==> config.mk <==
export PLATFORM = sky130hd
export DESIGN_NAME = sfr_top
export DESIGN_NICKNAME = d
export VERILOG_FILES = /design/src/hw/sfr_sync.v /design/src/hw/sfr_top.v
export VERILOG_INCLUDE_DIRS = /design/src /design/src/hw
export SDC_FILE = /design/constraint.sdc
export NUM_CORES = 1
export LEC_CHECK = 0
export CAP_MARGIN = 30
export CORE_ASPECT_RATIO = 1.75
export CORE_MARGIN = 2
export CORE_UTILIZATION = 30
export DETAILED_ROUTE_END_ITERATION = 10
export DONT_BUFFER_PORTS = 1
export PLACE_DENSITY_LB_ADDON = 0.05
export SYNTH_ARGS = -nofsm -noshare
export SYNTH_HDL_FRONTEND = slang
export SYNTH_SLANG_ARGS = --single-unit
==> constraint.sdc <==
create_clock -name i_clock -period 4.8 [get_ports i_clock]
set_input_delay 0.24 -clock i_clock [delete_from_list [all_inputs] [get_ports i_clock]]
set_output_delay 0.24 -clock i_clock [all_outputs]
set_load 0.02 [all_outputs]
==> src/hw/sfr_defines.vh <==
// Constants for the sanitize control and failed-block report block
`ifndef SFR_DEFINES_VH
`define SFR_DEFINES_VH
// Register word offsets
`define SFR_REG_CTRL        4'h0
`define SFR_REG_STATUS      4'h1
`define SFR_REG_CMD         4'h2
`define SFR_REG_TFI         4'h3
`define SFR_REG_TFO         4'h4
`define SFR_REG_DATA        4'h5
`define SFR_REG_MEDIA       4'h6
`define SFR_REG_FAILCNT     4'h7
// Control fields
`define SFR_CTRL_RESUME     0
`define SFR_CTRL_FILL       1
`define SFR_CTRL_IRIG       2
`define SFR_CTRL_RESET      32'h0000_0001
// Command register trigger codes
`define SFR_CMD_SANITIZE    8'h21
`define SFR_CMD_SAN_BBM     8'h22
// Taskfile codes
`define SFR_OP_LIST         8'h81
`define SFR_OP_DATA         8'h83
`define SFR_FEAT_LIST       8'h07
`define SFR_CYL_LO_V        8'h56
`define SFR_CYL_HI_S        8'h53
`define SFR_CYL_HI_DIN      8'h80
`define SFR_SUB_LEN         8'h00
`define SFR_SUB_FIRST       8'h01
`define SFR_SUB_NEXT        8'h02
`define SFR_SUB_BLOCK       8'h03
`define SFR_SUB_BNEXT       8'h04
// Fill patterns
`define SFR_PAT_A           8'h55
`define SFR_PAT_B           8'hAA
// Sector layout
`define SFR_SECTOR_BYTES    10'h200
`define SFR_ENTRY_BYTES     10'h004
`define SFR_FAIL_DEPTH      8
// Timing in 10 ns clocks: 1000 ns blink half period, 2000 ns ready hold
`define SFR_BLINK_CYC       16'h0064
`define SFR_READY_CYC       16'h00C8
// Status bits, and the ABRT bit of the error byte
`define SFR_ST_ERR          8'h01
`define SFR_ST_DRQ          8'h08
`define SFR_ST_DRDY         8'h40
`define SFR_ST_ABRT         8'h04
`endif

==> src/hw/sfr_sync.v <==
// Two-flop synchroniser for the sanitize interrupt level
`timescale 1ns/100ps
`default_nettype none
module sfr_sync (
   // Clock and reset
   input  wire i_clock,
   input  wire i_rstn,
   // Level in and out
   input  wire i_level,
   output reg  o_level
);
   reg meta_q;
   always @(posedge i_clock) begin
      if (!i_rstn) begin
         meta_q  <= 1'b0;
         o_level <= 1'b0;
      end else begin
         meta_q  <= i_level;
         o_level <= meta_q;
      end
   end
endmodule // sfr_sync
`default_nettype wire

==> src/hw/sfr_top.v <==
// Sanitize sequencer and failed-block report over an Avalon-MM slave
//
// Overview of operation
// - Sanitize interrupt is sampled when idle or at end of ready hold and starts the default procedure
// - Default procedure erases whole media, no fill, unless reconfigured
// - Interrupt active at power-up starts the default procedure at once
// - Interrupt still active at completion restarts the procedure, indefinitely
// - With auto-resume on, a run cut by power loss restarts at power-up
// - Pending interrupted run finishes first, then interrupt relaunches default
// - Fill data mixes LFSR and true random input, seed differs each launch
// - Red LED lit in erase, blinks in fill, lit briefly before ready
// - Declassify: erase, write 55, erase, write AA, erase
// - After bad-block sanitize, cylinder high reads 80 for data-in
// - Report sector is 512 bytes: byte 0 failed count, rest zero
// - List command: features 07, 'V', 'S', mask, command 81, per sector
// - Never transfer more sectors than the host buffer size
// - Each failed block takes one four-byte entry in the list; only the first 8 are stored, later entries read zero
// - Data command 83: features subcode, count buffer; returns 80 and count
// - Subcode 00 returns the failed-data size in one sector
// - Subcode 01 sends data from the first block, aborts without prior 22
// - Subcode 02 sends next data, aborts at end or without prior 22
// - Subcode 03 sends requested block data, aborts without prior 22
// - Subcode 04 sends next data of one block, aborts at end or no 22
// - Sanitize code 22 runs sanitize with bad-block recording
`timescale 1ns/100ps
`default_nettype none
`include "sfr_defines.vh"
module sfr_top (
   // Clock and reset
   input  wire        i_clock,
   input  wire        i_rstn,
   // Avalon-MM slave
   input  wire [3:0]  i_avs_address,
   input  wire        i_avs_read,
   input  wire        i_avs_write,
   input  wire [31:0] i_avs_writedata,
   output reg  [31:0] o_avs_readdata,
   output reg         o_avs_waitrequest,
   // Sanitize interrupt, retained power-loss flag, entropy
   input  wire        i_san_irq,
   input  wire        i_resume_pending,
   input  wire        i_trng_bit,
   // Media engine
   output reg         o_media_erase,
   output reg         o_media_fill,
   output reg  [7:0]  o_media_pattern,
   input  wire        i_media_done,
   input  wire        i_media_blk_fail,
   input  wire [31:0] i_media_blk_addr,
   output reg         o_run_active,
   // Indicator
   output reg         o_led_red
);
   // ---------------------------------------------------------------
   // Sequencer states
   // ---------------------------------------------------------------
   localparam [6:0] S_IDLE = 7'h01, S_ER1 = 7'h02, S_WR1 = 7'h04,
                    S_ER2  = 7'h08, S_WR2 = 7'h10, S_ER3 = 7'h20,
                    S_RDY  = 7'h40;
   localparam [15:0] BLINK_CYC = `SFR_BLINK_CYC;
   localparam [15:0] READY_CYC = `SFR_READY_CYC;
   localparam [7:0]  N_SECT   = 8'h01;

   wire        irq_s;
   reg  [6:0]  st_q;
   reg         boot_q;
   reg         decl_q;     // Current run uses two-pass declassify
   reg         bbm_q;      // Current run records failed blocks
   reg         bbm_done_q; // A bad-block run has completed
   reg         dirty_q;    // Run in progress; feeds power-loss store
   reg  [31:0] ctrl_q;
   reg  [7:0]  fail_cnt_q;
   reg  [31:0] fail_mem [0:`SFR_FAIL_DEPTH-1];
   reg  [31:0] lfsr_q;
   reg  [31:0] launch_q;
   reg  [15:0] tmr_q;
   reg         kick_q;
   reg         kick_bbm_q;
   reg         kick_decl_q;

   sfr_sync u_sync (
      .i_clock (i_clock),
      .i_rstn  (i_rstn),
      .i_level (i_san_irq),
      .o_level (irq_s)
   );

   // ---------------------------------------------------------------
   // Random source
   // ---------------------------------------------------------------
   // Launch counter stirs the seed so identical starts still diverge
   always @(posedge i_clock) begin
      if (!i_rstn) begin
         lfsr_q <= 32'hACE1_2468;
      end else if (st_q == S_IDLE && kick_q) begin
         lfsr_q <= lfsr_q ^ launch_q ^ {31'h0, i_trng_bit};
      end else begin
         lfsr_q <= {lfsr_q[30:0], lfsr_q[31] ^ lfsr_q[21] ^ lfsr_q[1]
                    ^ lfsr_q[0] ^ i_trng_bit};
      end
   end

   // ---------------------------------------------------------------
   // Sequencer
   // ---------------------------------------------------------------
   wire start_req = kick_q | (boot_q & (i_resume_pending
                    & ctrl_q[`SFR_CTRL_RESUME])) | irq_s;
   wire fill_on   = ctrl_q[`SFR_CTRL_FILL];

   always @(posedge i_clock) begin
      if (!i_rstn) begin
         st_q          <= S_IDLE;
         boot_q        <= 1'b1;
         decl_q        <= 1'b0;
         bbm_q         <= 1'b0;
         bbm_done_q    <= 1'b0;
         dirty_q       <= 1'b0;
         fail_cnt_q    <= 8'h00;
         launch_q      <= 32'h0000_0000;
         tmr_q         <= 16'h0000;
         o_media_erase <= 1'b0;
         o_media_fill  <= 1'b0;
         o_media_pattern <= 8'h00;
         o_run_active  <= 1'b0;
         o_led_red     <= 1'b0;
      end else begin
         boot_q <= 1'b0;
         case (st_q)
            S_IDLE: begin
               o_media_fill <= 1'b0;
               // Power-up resume, interrupt, software start all merge
               if (start_req) begin
                  st_q          <= S_ER1;
                  launch_q      <= launch_q + 32'h0000_0001;
                  decl_q        <= kick_q ? kick_decl_q : 1'b0;
                  bbm_q         <= kick_q & kick_bbm_q;
                  if (kick_q & kick_bbm_q) begin
                     fail_cnt_q <= 8'h00;
                  end
                  dirty_q       <= 1'b1;
                  o_media_erase <= 1'b1;
                  o_run_active  <= 1'b1;
                  o_led_red     <= 1'b1;
               end else begin
                  o_run_active  <= 1'b0;
               end
            end
            S_ER1, S_ER2, S_ER3: begin
               o_led_red <= 1'b1;
               if (i_media_done) begin
                  o_media_erase <= 1'b0;
                  if (st_q == S_ER3 || (!decl_q && !fill_on)) begin
                     st_q  <= S_RDY;
                     tmr_q <= READY_CYC;
                  end else if (st_q == S_ER1) begin
                     st_q            <= S_WR1;
                     o_media_fill    <= 1'b1;
                     o_media_pattern <= decl_q ? `SFR_PAT_A
                                               : lfsr_q[7:0];
                  end else if (!decl_q) begin
                     st_q  <= S_RDY;
                     tmr_q <= READY_CYC;
                  end else begin
                     st_q            <= S_WR2;
                     o_media_fill    <= 1'b1;
                     o_media_pattern <= `SFR_PAT_B;
                  end
               end
            end
            S_WR1, S_WR2: begin
               // Blink toggles on a free timer during fill
               if (tmr_q == 16'h0000) begin
                  tmr_q     <= BLINK_CYC;
                  o_led_red <= ~o_led_red;
               end else begin
                  tmr_q <= tmr_q - 16'h0001;
               end
               if (!decl_q) begin
                  o_media_pattern <= lfsr_q[7:0];
               end
               if (i_media_done) begin
                  o_media_fill  <= 1'b0;
                  o_media_erase <= 1'b1;
                  st_q          <= (st_q == S_WR1) ? S_ER2 : S_ER3;
               end
            end
            S_RDY: begin
               o_led_red <= 1'b1;
               if (tmr_q == 16'h0000) begin
                  o_led_red  <= 1'b0;
                  dirty_q    <= 1'b0;
                  bbm_done_q <= bbm_done_q | bbm_q;
                  if (irq_s) begin
                     st_q          <= S_ER1;
                     launch_q      <= launch_q + 32'h0000_0001;
                     decl_q        <= 1'b0;
                     bbm_q         <= 1'b0;
                     dirty_q       <= 1'b1;
                     o_media_erase <= 1'b1;
                  end else begin
                     st_q <= S_IDLE;
                  end
               end else begin
                  tmr_q <= tmr_q - 16'h0001;
               end
            end
            default: begin
               st_q <= S_IDLE;
            end
         endcase
         if (bbm_q && i_media_blk_fail && o_media_erase &&
             fail_cnt_q != 8'hFF) begin
            fail_cnt_q <= fail_cnt_q + 8'h01;
         end
      end
   end

   always @(posedge i_clock) begin
      if (bbm_q && i_media_blk_fail && o_media_erase &&
          fail_cnt_q < `SFR_FAIL_DEPTH) begin
         fail_mem[fail_cnt_q[2:0]] <= i_media_blk_addr;
      end
   end

   // ---------------------------------------------------------------
   // Taskfile command interpreter
   // ---------------------------------------------------------------
   // Taskfile in: [31:24] cmd, [23:16] feat, [15:8] count, [7:0] cyl lo
   // Writing it runs the command; cylinder high and device are implied
   reg  [31:0] tfi_q;
   reg  [7:0]  tf_stat_q;
   reg  [7:0]  tf_err_q;
   reg  [7:0]  tf_cyl_lo_q;
   reg  [7:0]  tf_cyl_hi_q;
   reg  [9:0]  byte_q;      // Byte pointer inside current sector
   reg  [7:0]  sect_left_q; // Sectors still to hand out
   reg  [7:0]  rd_ptr_q;    // Next failed entry for pipeline reads
   reg  [7:0]  mode_q;
   reg  [31:0] dword;
   wire [7:0]  t_cmd  = i_avs_writedata[31:24];
   wire [7:0]  t_feat = i_avs_writedata[23:16];
   wire [7:0]  t_cnt  = i_avs_writedata[15:8];
   wire [7:0]  t_cyl  = i_avs_writedata[7:0];
   wire        wr     = i_avs_write & o_avs_waitrequest;
   wire        rd     = i_avs_read  & o_avs_waitrequest;
   wire [7:0]  ent    = rd_ptr_q + byte_q[9:2];

   always @* begin
      dword = 32'h0000_0000;
      case (mode_q)
         `SFR_SUB_LEN, `SFR_OP_DATA: begin
            if (byte_q == 10'h000) begin
               dword = {24'h0, fail_cnt_q};
            end
         end
         default: begin
            if (ent < fail_cnt_q && ent < `SFR_FAIL_DEPTH) begin
               dword = fail_mem[ent[2:0]];
            end
         end
      endcase
   end

   always @(posedge i_clock) begin
      if (!i_rstn) begin
         o_avs_waitrequest <= 1'b1;
         o_avs_readdata    <= 32'h0000_0000;
         ctrl_q      <= `SFR_CTRL_RESET;
         tfi_q       <= 32'h0000_0000;
         tf_stat_q   <= `SFR_ST_DRDY;
         tf_err_q    <= 8'h00;
         tf_cyl_lo_q <= 8'h00;
         tf_cyl_hi_q <= 8'h00;
         byte_q      <= 10'h000;
         sect_left_q <= 8'h00;
         rd_ptr_q    <= 8'h00;
         mode_q      <= 8'h00;
         kick_q      <= 1'b0;
         kick_bbm_q  <= 1'b0;
         kick_decl_q <= 1'b0;
      end else begin
         o_avs_waitrequest <= 1'b1;
         if (st_q != S_IDLE) begin
            kick_q <= 1'b0;
         end
         if (st_q == S_RDY && tmr_q == 16'h0000 && bbm_q) begin
            tf_cyl_hi_q <= `SFR_CYL_HI_DIN;
            tf_cyl_lo_q <= N_SECT;
            tf_stat_q   <= `SFR_ST_DRDY | `SFR_ST_DRQ;
            mode_q      <= `SFR_OP_DATA;
            sect_left_q <= N_SECT;
            byte_q      <= 10'h000;
         end
         if ((wr | rd) && o_avs_waitrequest) begin
            o_avs_waitrequest <= 1'b0;
         end
         if (wr && o_avs_waitrequest) begin
            case (i_avs_address)
               `SFR_REG_CTRL: ctrl_q <= i_avs_writedata;
               `SFR_REG_CMD: begin
                  if (st_q == S_IDLE &&
                      (i_avs_writedata[7:0] == `SFR_CMD_SANITIZE ||
                       i_avs_writedata[7:0] == `SFR_CMD_SAN_BBM)) begin
                     kick_q      <= 1'b1;
                     kick_bbm_q  <= i_avs_writedata[7:0]
                                    == `SFR_CMD_SAN_BBM;
                     kick_decl_q <= ctrl_q[`SFR_CTRL_IRIG];
                  end
               end
               `SFR_REG_TFI: begin
                  tfi_q       <= i_avs_writedata;
                  byte_q      <= 10'h000;
                  tf_err_q    <= 8'h00;
                  tf_stat_q   <= `SFR_ST_DRDY | `SFR_ST_DRQ;
                  tf_cyl_hi_q <= `SFR_CYL_HI_DIN;
                  if (t_cmd == `SFR_OP_LIST && t_feat == `SFR_FEAT_LIST &&
                      t_cyl == `SFR_CYL_LO_V && bbm_done_q) begin
                     mode_q      <= `SFR_SUB_FIRST;
                     rd_ptr_q    <= 8'h00;
                     // Entries per sector is 128; cap at host buffer
                     sect_left_q <= (t_cnt == 8'h00) ? 8'h00 : N_SECT;
                     tf_cyl_lo_q <= (t_cnt == 8'h00) ? 8'h00 : N_SECT;
                  end else if (t_cmd == `SFR_OP_DATA && t_cnt != 8'h00 &&
                     (t_feat == `SFR_SUB_LEN || (bbm_done_q &&
                      ((t_feat == `SFR_SUB_FIRST) ||
                       (t_feat == `SFR_SUB_BLOCK) ||
                       ((t_feat == `SFR_SUB_NEXT ||
                         t_feat == `SFR_SUB_BNEXT) &&
                        rd_ptr_q < fail_cnt_q))))) begin
                     mode_q      <= t_feat;
                     sect_left_q <= N_SECT;
                     tf_cyl_lo_q <= N_SECT;
                     if (t_feat == `SFR_SUB_FIRST) begin
                        rd_ptr_q <= 8'h00;
                     end else if (t_feat == `SFR_SUB_BLOCK) begin
                        rd_ptr_q <= t_cyl;
                     end
                  end else begin
                     // Abort: unknown code, no prior bad-block run, or end
                     tf_err_q    <= `SFR_ST_ABRT;
                     tf_stat_q   <= `SFR_ST_DRDY | `SFR_ST_ERR;
                     tf_cyl_lo_q <= 8'h00;
                     sect_left_q <= 8'h00;
                  end
               end
               default: begin
               end
            endcase
         end
         if (rd && o_avs_waitrequest) begin
            case (i_avs_address)
               `SFR_REG_CTRL:    o_avs_readdata <= ctrl_q;
               `SFR_REG_STATUS:  o_avs_readdata <= {16'h0, 5'h0, bbm_done_q,
                                  dirty_q, o_run_active, 1'b0, st_q};
               `SFR_REG_TFI:     o_avs_readdata <= tfi_q;
               `SFR_REG_TFO:     o_avs_readdata <= {tf_stat_q, tf_err_q,
                                  tf_cyl_hi_q, tf_cyl_lo_q};
               `SFR_REG_MEDIA:   o_avs_readdata <= {31'h0, dirty_q};
               `SFR_REG_FAILCNT: o_avs_readdata <= {24'h0, fail_cnt_q};
               `SFR_REG_DATA: begin
                  o_avs_readdata <= (sect_left_q != 8'h00) ? dword
                                    : 32'h0000_0000;
                  if (sect_left_q != 8'h00) begin
                     byte_q <= byte_q + `SFR_ENTRY_BYTES;
                     if (byte_q == `SFR_SECTOR_BYTES - `SFR_ENTRY_BYTES) begin
                        byte_q      <= 10'h000;
                        sect_left_q <= sect_left_q - 8'h01;
                        tf_stat_q   <= `SFR_ST_DRDY;
                        if (mode_q != `SFR_SUB_LEN &&
                            mode_q != `SFR_OP_DATA) begin
                           rd_ptr_q <= (fail_cnt_q > 8'h80) ?
                                       rd_ptr_q + 8'h80 : fail_cnt_q;
                        end
                     end
                  end
               end
               default:          o_avs_readdata <= 32'h0000_0000;
            endcase
         end
      end
   end
endmodule // sfr_top
`default_nettype wire

Word level (Yosys, flattened, before mapping)
Memories as Yosys holds them, arrays and structs flattened.
Cells that the tools add are included.
Operators by class
  reduce and logical (&&, ||, !) cells: 62
  eq/ne operators: 41
  add/sub/neg operators: 7
  muxes and demuxes: 122
  order comparisons: 5
  bitwise gates (word level): 16
Operator list (number)
  8-bit 2-to-1 mux: 48
  32-bit 2-to-1 mux: 7
  32-bit one-hot mux with 7 select lines: 1
  16-bit 2-to-1 mux: 6
  10-bit 2-to-1 mux: 7
  32-bit one-hot mux with 2 select lines: 1
  7-bit 2-to-1 mux: 7
  16-bit one-hot mux with 3 select lines: 1
  32-bit by 1-bit adder with 32-bit output (second input constant): 1
  32-bit by 1-bit XOR with 32-bit output: 1
  32-bit XOR: 1
  1-bit 2-to-1 mux: 30
  7-bit one-hot mux with 4 select lines: 1
  8-bit == test (second input constant): 3
  8-bit zero test: 3
  8-bit nonzero test: 3
  1-bit logical AND: 21
  4-bit by 3-bit == test with 1-bit output (second input constant): 4
  8-bit by 2-bit == test with 1-bit output (second input constant): 2
  8-bit by 3-bit == test with 1-bit output (second input constant): 2
  8-bit by 6-bit == test with 1-bit output (second input constant): 2
  16-bit zero test: 1
  8-bit by 4-bit < comparator with 1-bit output (second input constant): 2
  8-bit < comparator: 2
  50 further kinds: 96
Word-level totals
  input port bits: 77
  RAM bits: 256
  output and inout bits: 45
  flip-flop bits (word level): 280
  memories: 1
Memories
  fail_mem: depth 8, width 32, rd ports 1, clocked after Yosys merged registers in 0, write ports 1, RTL line sfr_top.v:73  | reg [31:0] fail_mem [0:`SFR_FAIL_DEPTH-1];

Logic depth before layout (Yosys ltp)
  depth after elaboration: 16
  depth in mapped cells: 17
  depth with buffers taken out: 16

By module
A second synthesis with hierarchy kept.
Second synthesis, totals
  cells, all modules: 1996
  area total of the unflattened synthesis: 22621.7 µm²
Modules (own cells, without submodules)
  sfr_top: cells each 1992, instances 1, sequential area each 13112.6 µm², area an instance 22569.1 µm²
  sfr_sync: cells each 4, instances 1, sequential area each 40.0 µm², area an instance 52.6 µm²

Worst setup path before layout
OpenSTA, ideal clock, no wires.
  path type: register to register
  start point: reg o_media_erase
  end point: mem fail_mem[1][0], enable pin
  buffers on the path: 1
  setup slack: 1.050 ns
  cell stages (with the launch flop): 6
  data arrival time: 3.289 ns
  data required time: 4.339 ns
  period minus slack after synthesis: 3.750 ns
  cells stage by stage: dfxtp_1 > nand3_1 > clkbuf_1 > nor2_1 > nand3_1 > nor3_1
Between the ends
  word-level cells in the longest chain between the ends: 4
RTL lines
  start: declaration: RTL line sfr_top.v:44  | output reg o_media_erase,
  start signal: assignment: RTL line sfr_top.v:121  | o_media_erase <= 1'b0;
  start signal: assignment: RTL line sfr_top.v:141  | o_media_erase <= 1'b1;
  start signal: assignment: RTL line sfr_top.v:151  | o_media_erase <= 1'b0;
  1-bit logical AND: RTL line sfr_top.v:219  | if (bbm_q && i_media_blk_fail && o_media_erase &&
  1-bit logical AND (no source line)
  1-bit 2-to-1 mux: RTL line sfr_top.v:219
  1-bit 2-to-1 mux (not written as such): RTL line sfr_top.v:221  | fail_mem[fail_cnt_q[2:0]] <= i_media_blk_addr;
  end: declaration: RTL line sfr_top.v:73
Every way passes these cells.

Final worst setup path
  start point: reg byte_q[2]
  end point: reg o_avs_readdata[8]
Between the ends
  word-level cells in the longest chain between the ends: 7
  elaborated cells between the ends (all ways): 9
  those cells by class: add/sub: 1; order compare: 2; mux: 4; reduce/logical: 1; memory: 1
RTL lines
  start: declaration: RTL line sfr_top.v:235  | reg [9:0] byte_q;
  start signal: assignment: RTL line sfr_top.v:364  | byte_q <= byte_q + `SFR_ENTRY_BYTES;
  8-bit adder (*): RTL line sfr_top.v:246  | wire [7:0] ent = rd_ptr_q + byte_q[9:2];
  8-bit < comparator or 8-bit by 4-bit < comparator with 1-bit output (tied branches)
  1-bit logical AND (no source line)
  32-bit 2-to-1 mux (*): RTL line sfr_top.v:257  | if (ent < fail_cnt_q && ent < `SFR_FAIL_DEPTH) begin
  32-bit 2-to-1 mux (*): RTL line sfr_top.v:250  | case (mode_q)
  32-bit 2-to-1 mux (*): RTL line sfr_top.v:361  | o_avs_readdata <= (sect_left_q != 8'h00) ? dword
  32-bit one-hot mux with 7 select lines (*): RTL line sfr_top.v:351  | case (i_avs_address)
  end signal: assignment: RTL line sfr_top.v:352  | `SFR_REG_CTRL: o_avs_readdata <= ctrl_q;
  end signal: assignment: RTL line sfr_top.v:353  | `SFR_REG_STATUS: o_avs_readdata <= {16'h0, 5'h0, bbm_done_q,
  end signal: assignment: RTL line sfr_top.v:361
  end: declaration: RTL line sfr_top.v:37  | output reg [31:0] o_avs_readdata,
Every way passes the cells marked *; elsewhere a longest branch is shown, timed or not.
A chain may end at the register's enable or synchronous reset.

==> metrics.md <==
| Metric | Value |
|---|---|
| Synth Flop Type | dfxtp_1 |
| Lkg Pwr | 8.764 nW |
| FF-to-FF path depth | 18 |
| Max Clock Skew | about 0.032 ns |
| Hold Path Class | input port to flip-flop |
| Critical path class | flip-flop to flip-flop |
| Final worst slack | 0.9100 ns |
| Buffers added on ports | 0 |
| Final Hold Viols | 0 |
| P per Cell Area | 394.7 nW/µm² |
| CTS-repair resized insts | 0 |
| Post-route insts no fill | between 3k and 4k |
| CP max-delay cell | fa_4 |
| Clock root buffer | clkbuf_16 |
| Crit path launch | byte_q[2] |
| Worst relative slew slack | 0.3096 |
| Adder-cell share of the synthesized area | 0.01691 |
| Setup violators final | 0 |
| First-pass GRT wire length | 110.9 mm |
| Fillers | 7478 |
| Largest net degree at the start of global routing | slightly above 90 |
| Fmax | between 200 and 300 MHz |
| Cts bufs inserted | 56 |
| Nets@finish | 2138 |
| Final instance area | 26590 µm² |
| Post-Synth XOR/XNOR Area | 0.02863 |
| Fin crit share | 0.8104 |
| Top-area cell type share of the netlist area | 0.3395 |
| Drc violations | 0 |
| Startpoint class of the critical path | flip-flop |
| Clock Pin Slew Worst Setup and Hold Paths | 0.06 ns |
| Sequential cell area fraction in the yosys report | 0.5809 |
| Critical Path AT | 4.43 ns |
| Pre-Repair DR Iteration Count | 5 |
| Post-CTS setup buffers | 0 |
| CP peak stage delay | 0.47 ns |
| Measured slew at the worst slew-check pin | 1.036 ns |
| Crit path max fanout | 24 |
| Worst skew pair latency | 0.65 ns |
| Drt initial violations | 1074 |
| Syn Area/Cell | 11.50 µm² |
| Starting density of the core | 0.3023 |
| Cts hold-fix bufs | 75 |
| Status | complete, no violations |
| Post-synthesis instance area | 22640 µm² |
| GP Congestion | slightly above 0.8 |
| Vias/cell | 5.252 |
| Min cycle time layout | roughly 3.9 ns |
| Post-Route Setup TNS | 0 ns |
| Total gr overflow | 0 |
| Final Max Slew Viols | 0 |
| CP endpoint kind | flip-flop |
| Post-synth ARST share | 0 |
| Critical R2R Launch | byte_q[2] |
| Clock Tree Buf Depth | 3 |
| Vias in the first global route | 16.47k |
| Max-cap violations | 0 |
| Layout cell share with drive strength beyond 1 | 0.1357 |
| CP Capture Point | o_avs_readdata[8] |
| Die width | 211.7 µm |
| Cell variety after synth | 85 |
| Worst VDD drop | between 0.2 and 0.3 mV |
| Largest family of logic cells by synthesized area | simple AND/OR/NAND/NOR gates |
| Post-synthesis mux area share | 0.08522 |
| Crit path required time | 5.34 ns |
| # H-tree levels | 2 |
| Die height | 367.4 µm |
| Compound-Gate Fraction of Synth Area | 0.1191 |
| # clock sinks | approximately 530 |
| Register area | 13150 µm² |
| Total number of vias | 15.89k |
| Synth area leaders | edfxtp_1 (34%), dfxtp_1 (24%), mux4_2 (6.4%), nand2_1 (3.6%), a21oi_1 (3.6%) |
| Wire length per cell | 24.63 µm |
| EDFF count, synth | around 260 |
| Yosys reg bits | 529 |
| Overall power | 0.01049 W |
| Site Rows | 133 |
| Post-synth top area cell | edfxtp_1 |
| RSZ-0062 raised after global routing | false |
| Fraction of the mapped netlist area in simple logic gates | 0.1431 |
| Syn nets | 2075 |
| I/O Pins | between 100 and 150 |
| Core ar. | 74880 µm² |
| Reg-to-reg slack, setup | 0.91 ns |
| Initial antenna violation count | 5 |
| DRT antenna net count | 0 |
| Post-Synthesis Cells | 1968 |
| Gr usage total | 0.1922 |
| Yosys warns | 0 |
| Final wirelength | 74.53 mm |
| CTS tree | done |
| Worst slack, placed | a little under 0.9 ns |
| Worst path cell trace | ha_4, inv_1, fa_4, nor2b_1, o21a_1, o21a_1, nor3_1, nor3_2, buf_4, inv_1, ha_1, and4_1, a211oi_1, nand3_1, nor4_2, nand2_1, buf_4, o41ai_1 |
| Reg2Reg Capture Point | o_avs_readdata[8] |
| Placed Area | 23880 µm² |
| Cells after DPL | 2841 |
| Total Die Area | 77770 µm² |
| Layout Area Growth over Synthesis | 17.45% |
| Dpl hpwl | 48.96 mm |
| Footprint of the multi-input gates | 9037 µm² |
routing by layer:
metal | GRT usage | wire length, µm | vias to the layer above | part of all wire
li1 | - | - | 7471 | -
met1 | 0.2122 | 28740 | 7968 | 0.39
met2 | 0.3624 | 39890 | 331 | 0.54
met3 | 0.04104 | 3648 | 120 | 0.049
met4 | 0.05864 | 2225 | 2 | 0.030
met5 | 0 | 17 | - | 0.00023
where the power goes:
group          internal [W]  switching, W
Combinational      0.000317      0.000675
Sequential          0.00482      0.000150
Clock               0.00260       0.00193
Total               0.00774       0.00275
per-stage QoR:
step,util,hold WS (ns)
floorplan,-,0.3389
global placement,0.3180,0.3392
detailed placement,0.3188,0.3392
CTS,0.3546,0.02427
global route,0.3551,0.01619
finish,0.3551,0.02194
state kept, by name (all words and copies together) (netlist names), 10 cells and up:
register        cells
ctrl_q             32
byte_q             10
lfsr_q             32
tmr_q              16
tfi_q              32
o_avs_readdata     32
fail_mem          256
launch_q           32
cell families after synthesis:
family                   after synthesis
flip-flops                           529
AND/OR/NAND/NOR                      660
buffers and inverters                149
multiplexers                         109
AO/OA/AOI/OAI                        417
adder cells (fa/ha/maj)               30
XOR/XNOR                              74
Yosys cell counts, drive strengths merged, types with 5 or more instances:
cell type  count
a21oi        162
mux2i         15
o211ai        21
o211a          5
nand2b        14
edfxtp       256
nor3          39
a22oi         21
buf           29
nor4b          5
mux2          30
a31oi         14
a222oi        19
and2          14
or2            6
and3          36
mux4          64
nand3         61
a21o           5
nor2         166
a211oi        39
or3            9
clkbuf        85
or4            7
nand4         26
nor2b          5
inv           35
nand2        219
o21ai         74
a21boi         5
o21a           6
ha            29
nand3b         7
nor3b          8
nor4          15
xnor2         49
o41ai          5
xor2          25
and4          10
dfxtp        273
how the worst min path moves through the flow:
stage               depth (start not counted)                 start  slack, ns              end
global placement                            0  i_media_blk_addr[19]       0.34  fail_mem[4][19]
CTS                                         5   i_avs_writedata[18]       0.02      rd_ptr_q[6]
detailed placement                          0  i_media_blk_addr[19]       0.34  fail_mem[4][19]
finish                                      2          i_media_done       0.02          st_q[0]
floorplan                                   0   i_media_blk_addr[0]       0.34   fail_mem[0][0]
global route                                2          i_media_done       0.02          st_q[0]
critical path: cells and delay by family (launching register included):
family | cells | cell delay, ns
flip-flops | 1 | 0.46
AO/OA/AOI/OAI | 4 | 0.89
buffers and inverters | 4 | 0.56
adder cells (fa/ha/maj) | 3 | 0.93
AND/OR/NAND/NOR | 7 | 0.94
final cells by class:
class	count	share of cell area
Multi-Input combinational cell	1290	0.3399
Clock inverter	29	0.01219
Inverter	35	0.005129
Clock buffer	76	0.05971
Tap cell	945	0.04446
Sequential cell	529	0.4946
Timing Repair Buffer	119	0.04376
Antenna cell	3	0.0002823
layout by cell type, fill, tap and decap left out, types with 35 or more instances in the layout:
cell | synthesis | routed
and3_1 | 36 | 35
o21ai_0 | 73 | 73
xnor2_1 | 49 | 48
nand2_1 | 219 | 219
dlygate4sd3_1 | 0 | 74
edfxtp_1 | 256 | 256
dfxtp_1 | 273 | 273
a21oi_1 | 161 | 160
nand3_1 | 61 | 61
clkbuf_16 | 0 | 57
a211oi_1 | 39 | 39
mux4_2 | 64 | 64
buf_4 | 2 | 40
nor2_1 | 166 | 160
Power figures use the tool's default switching activity.
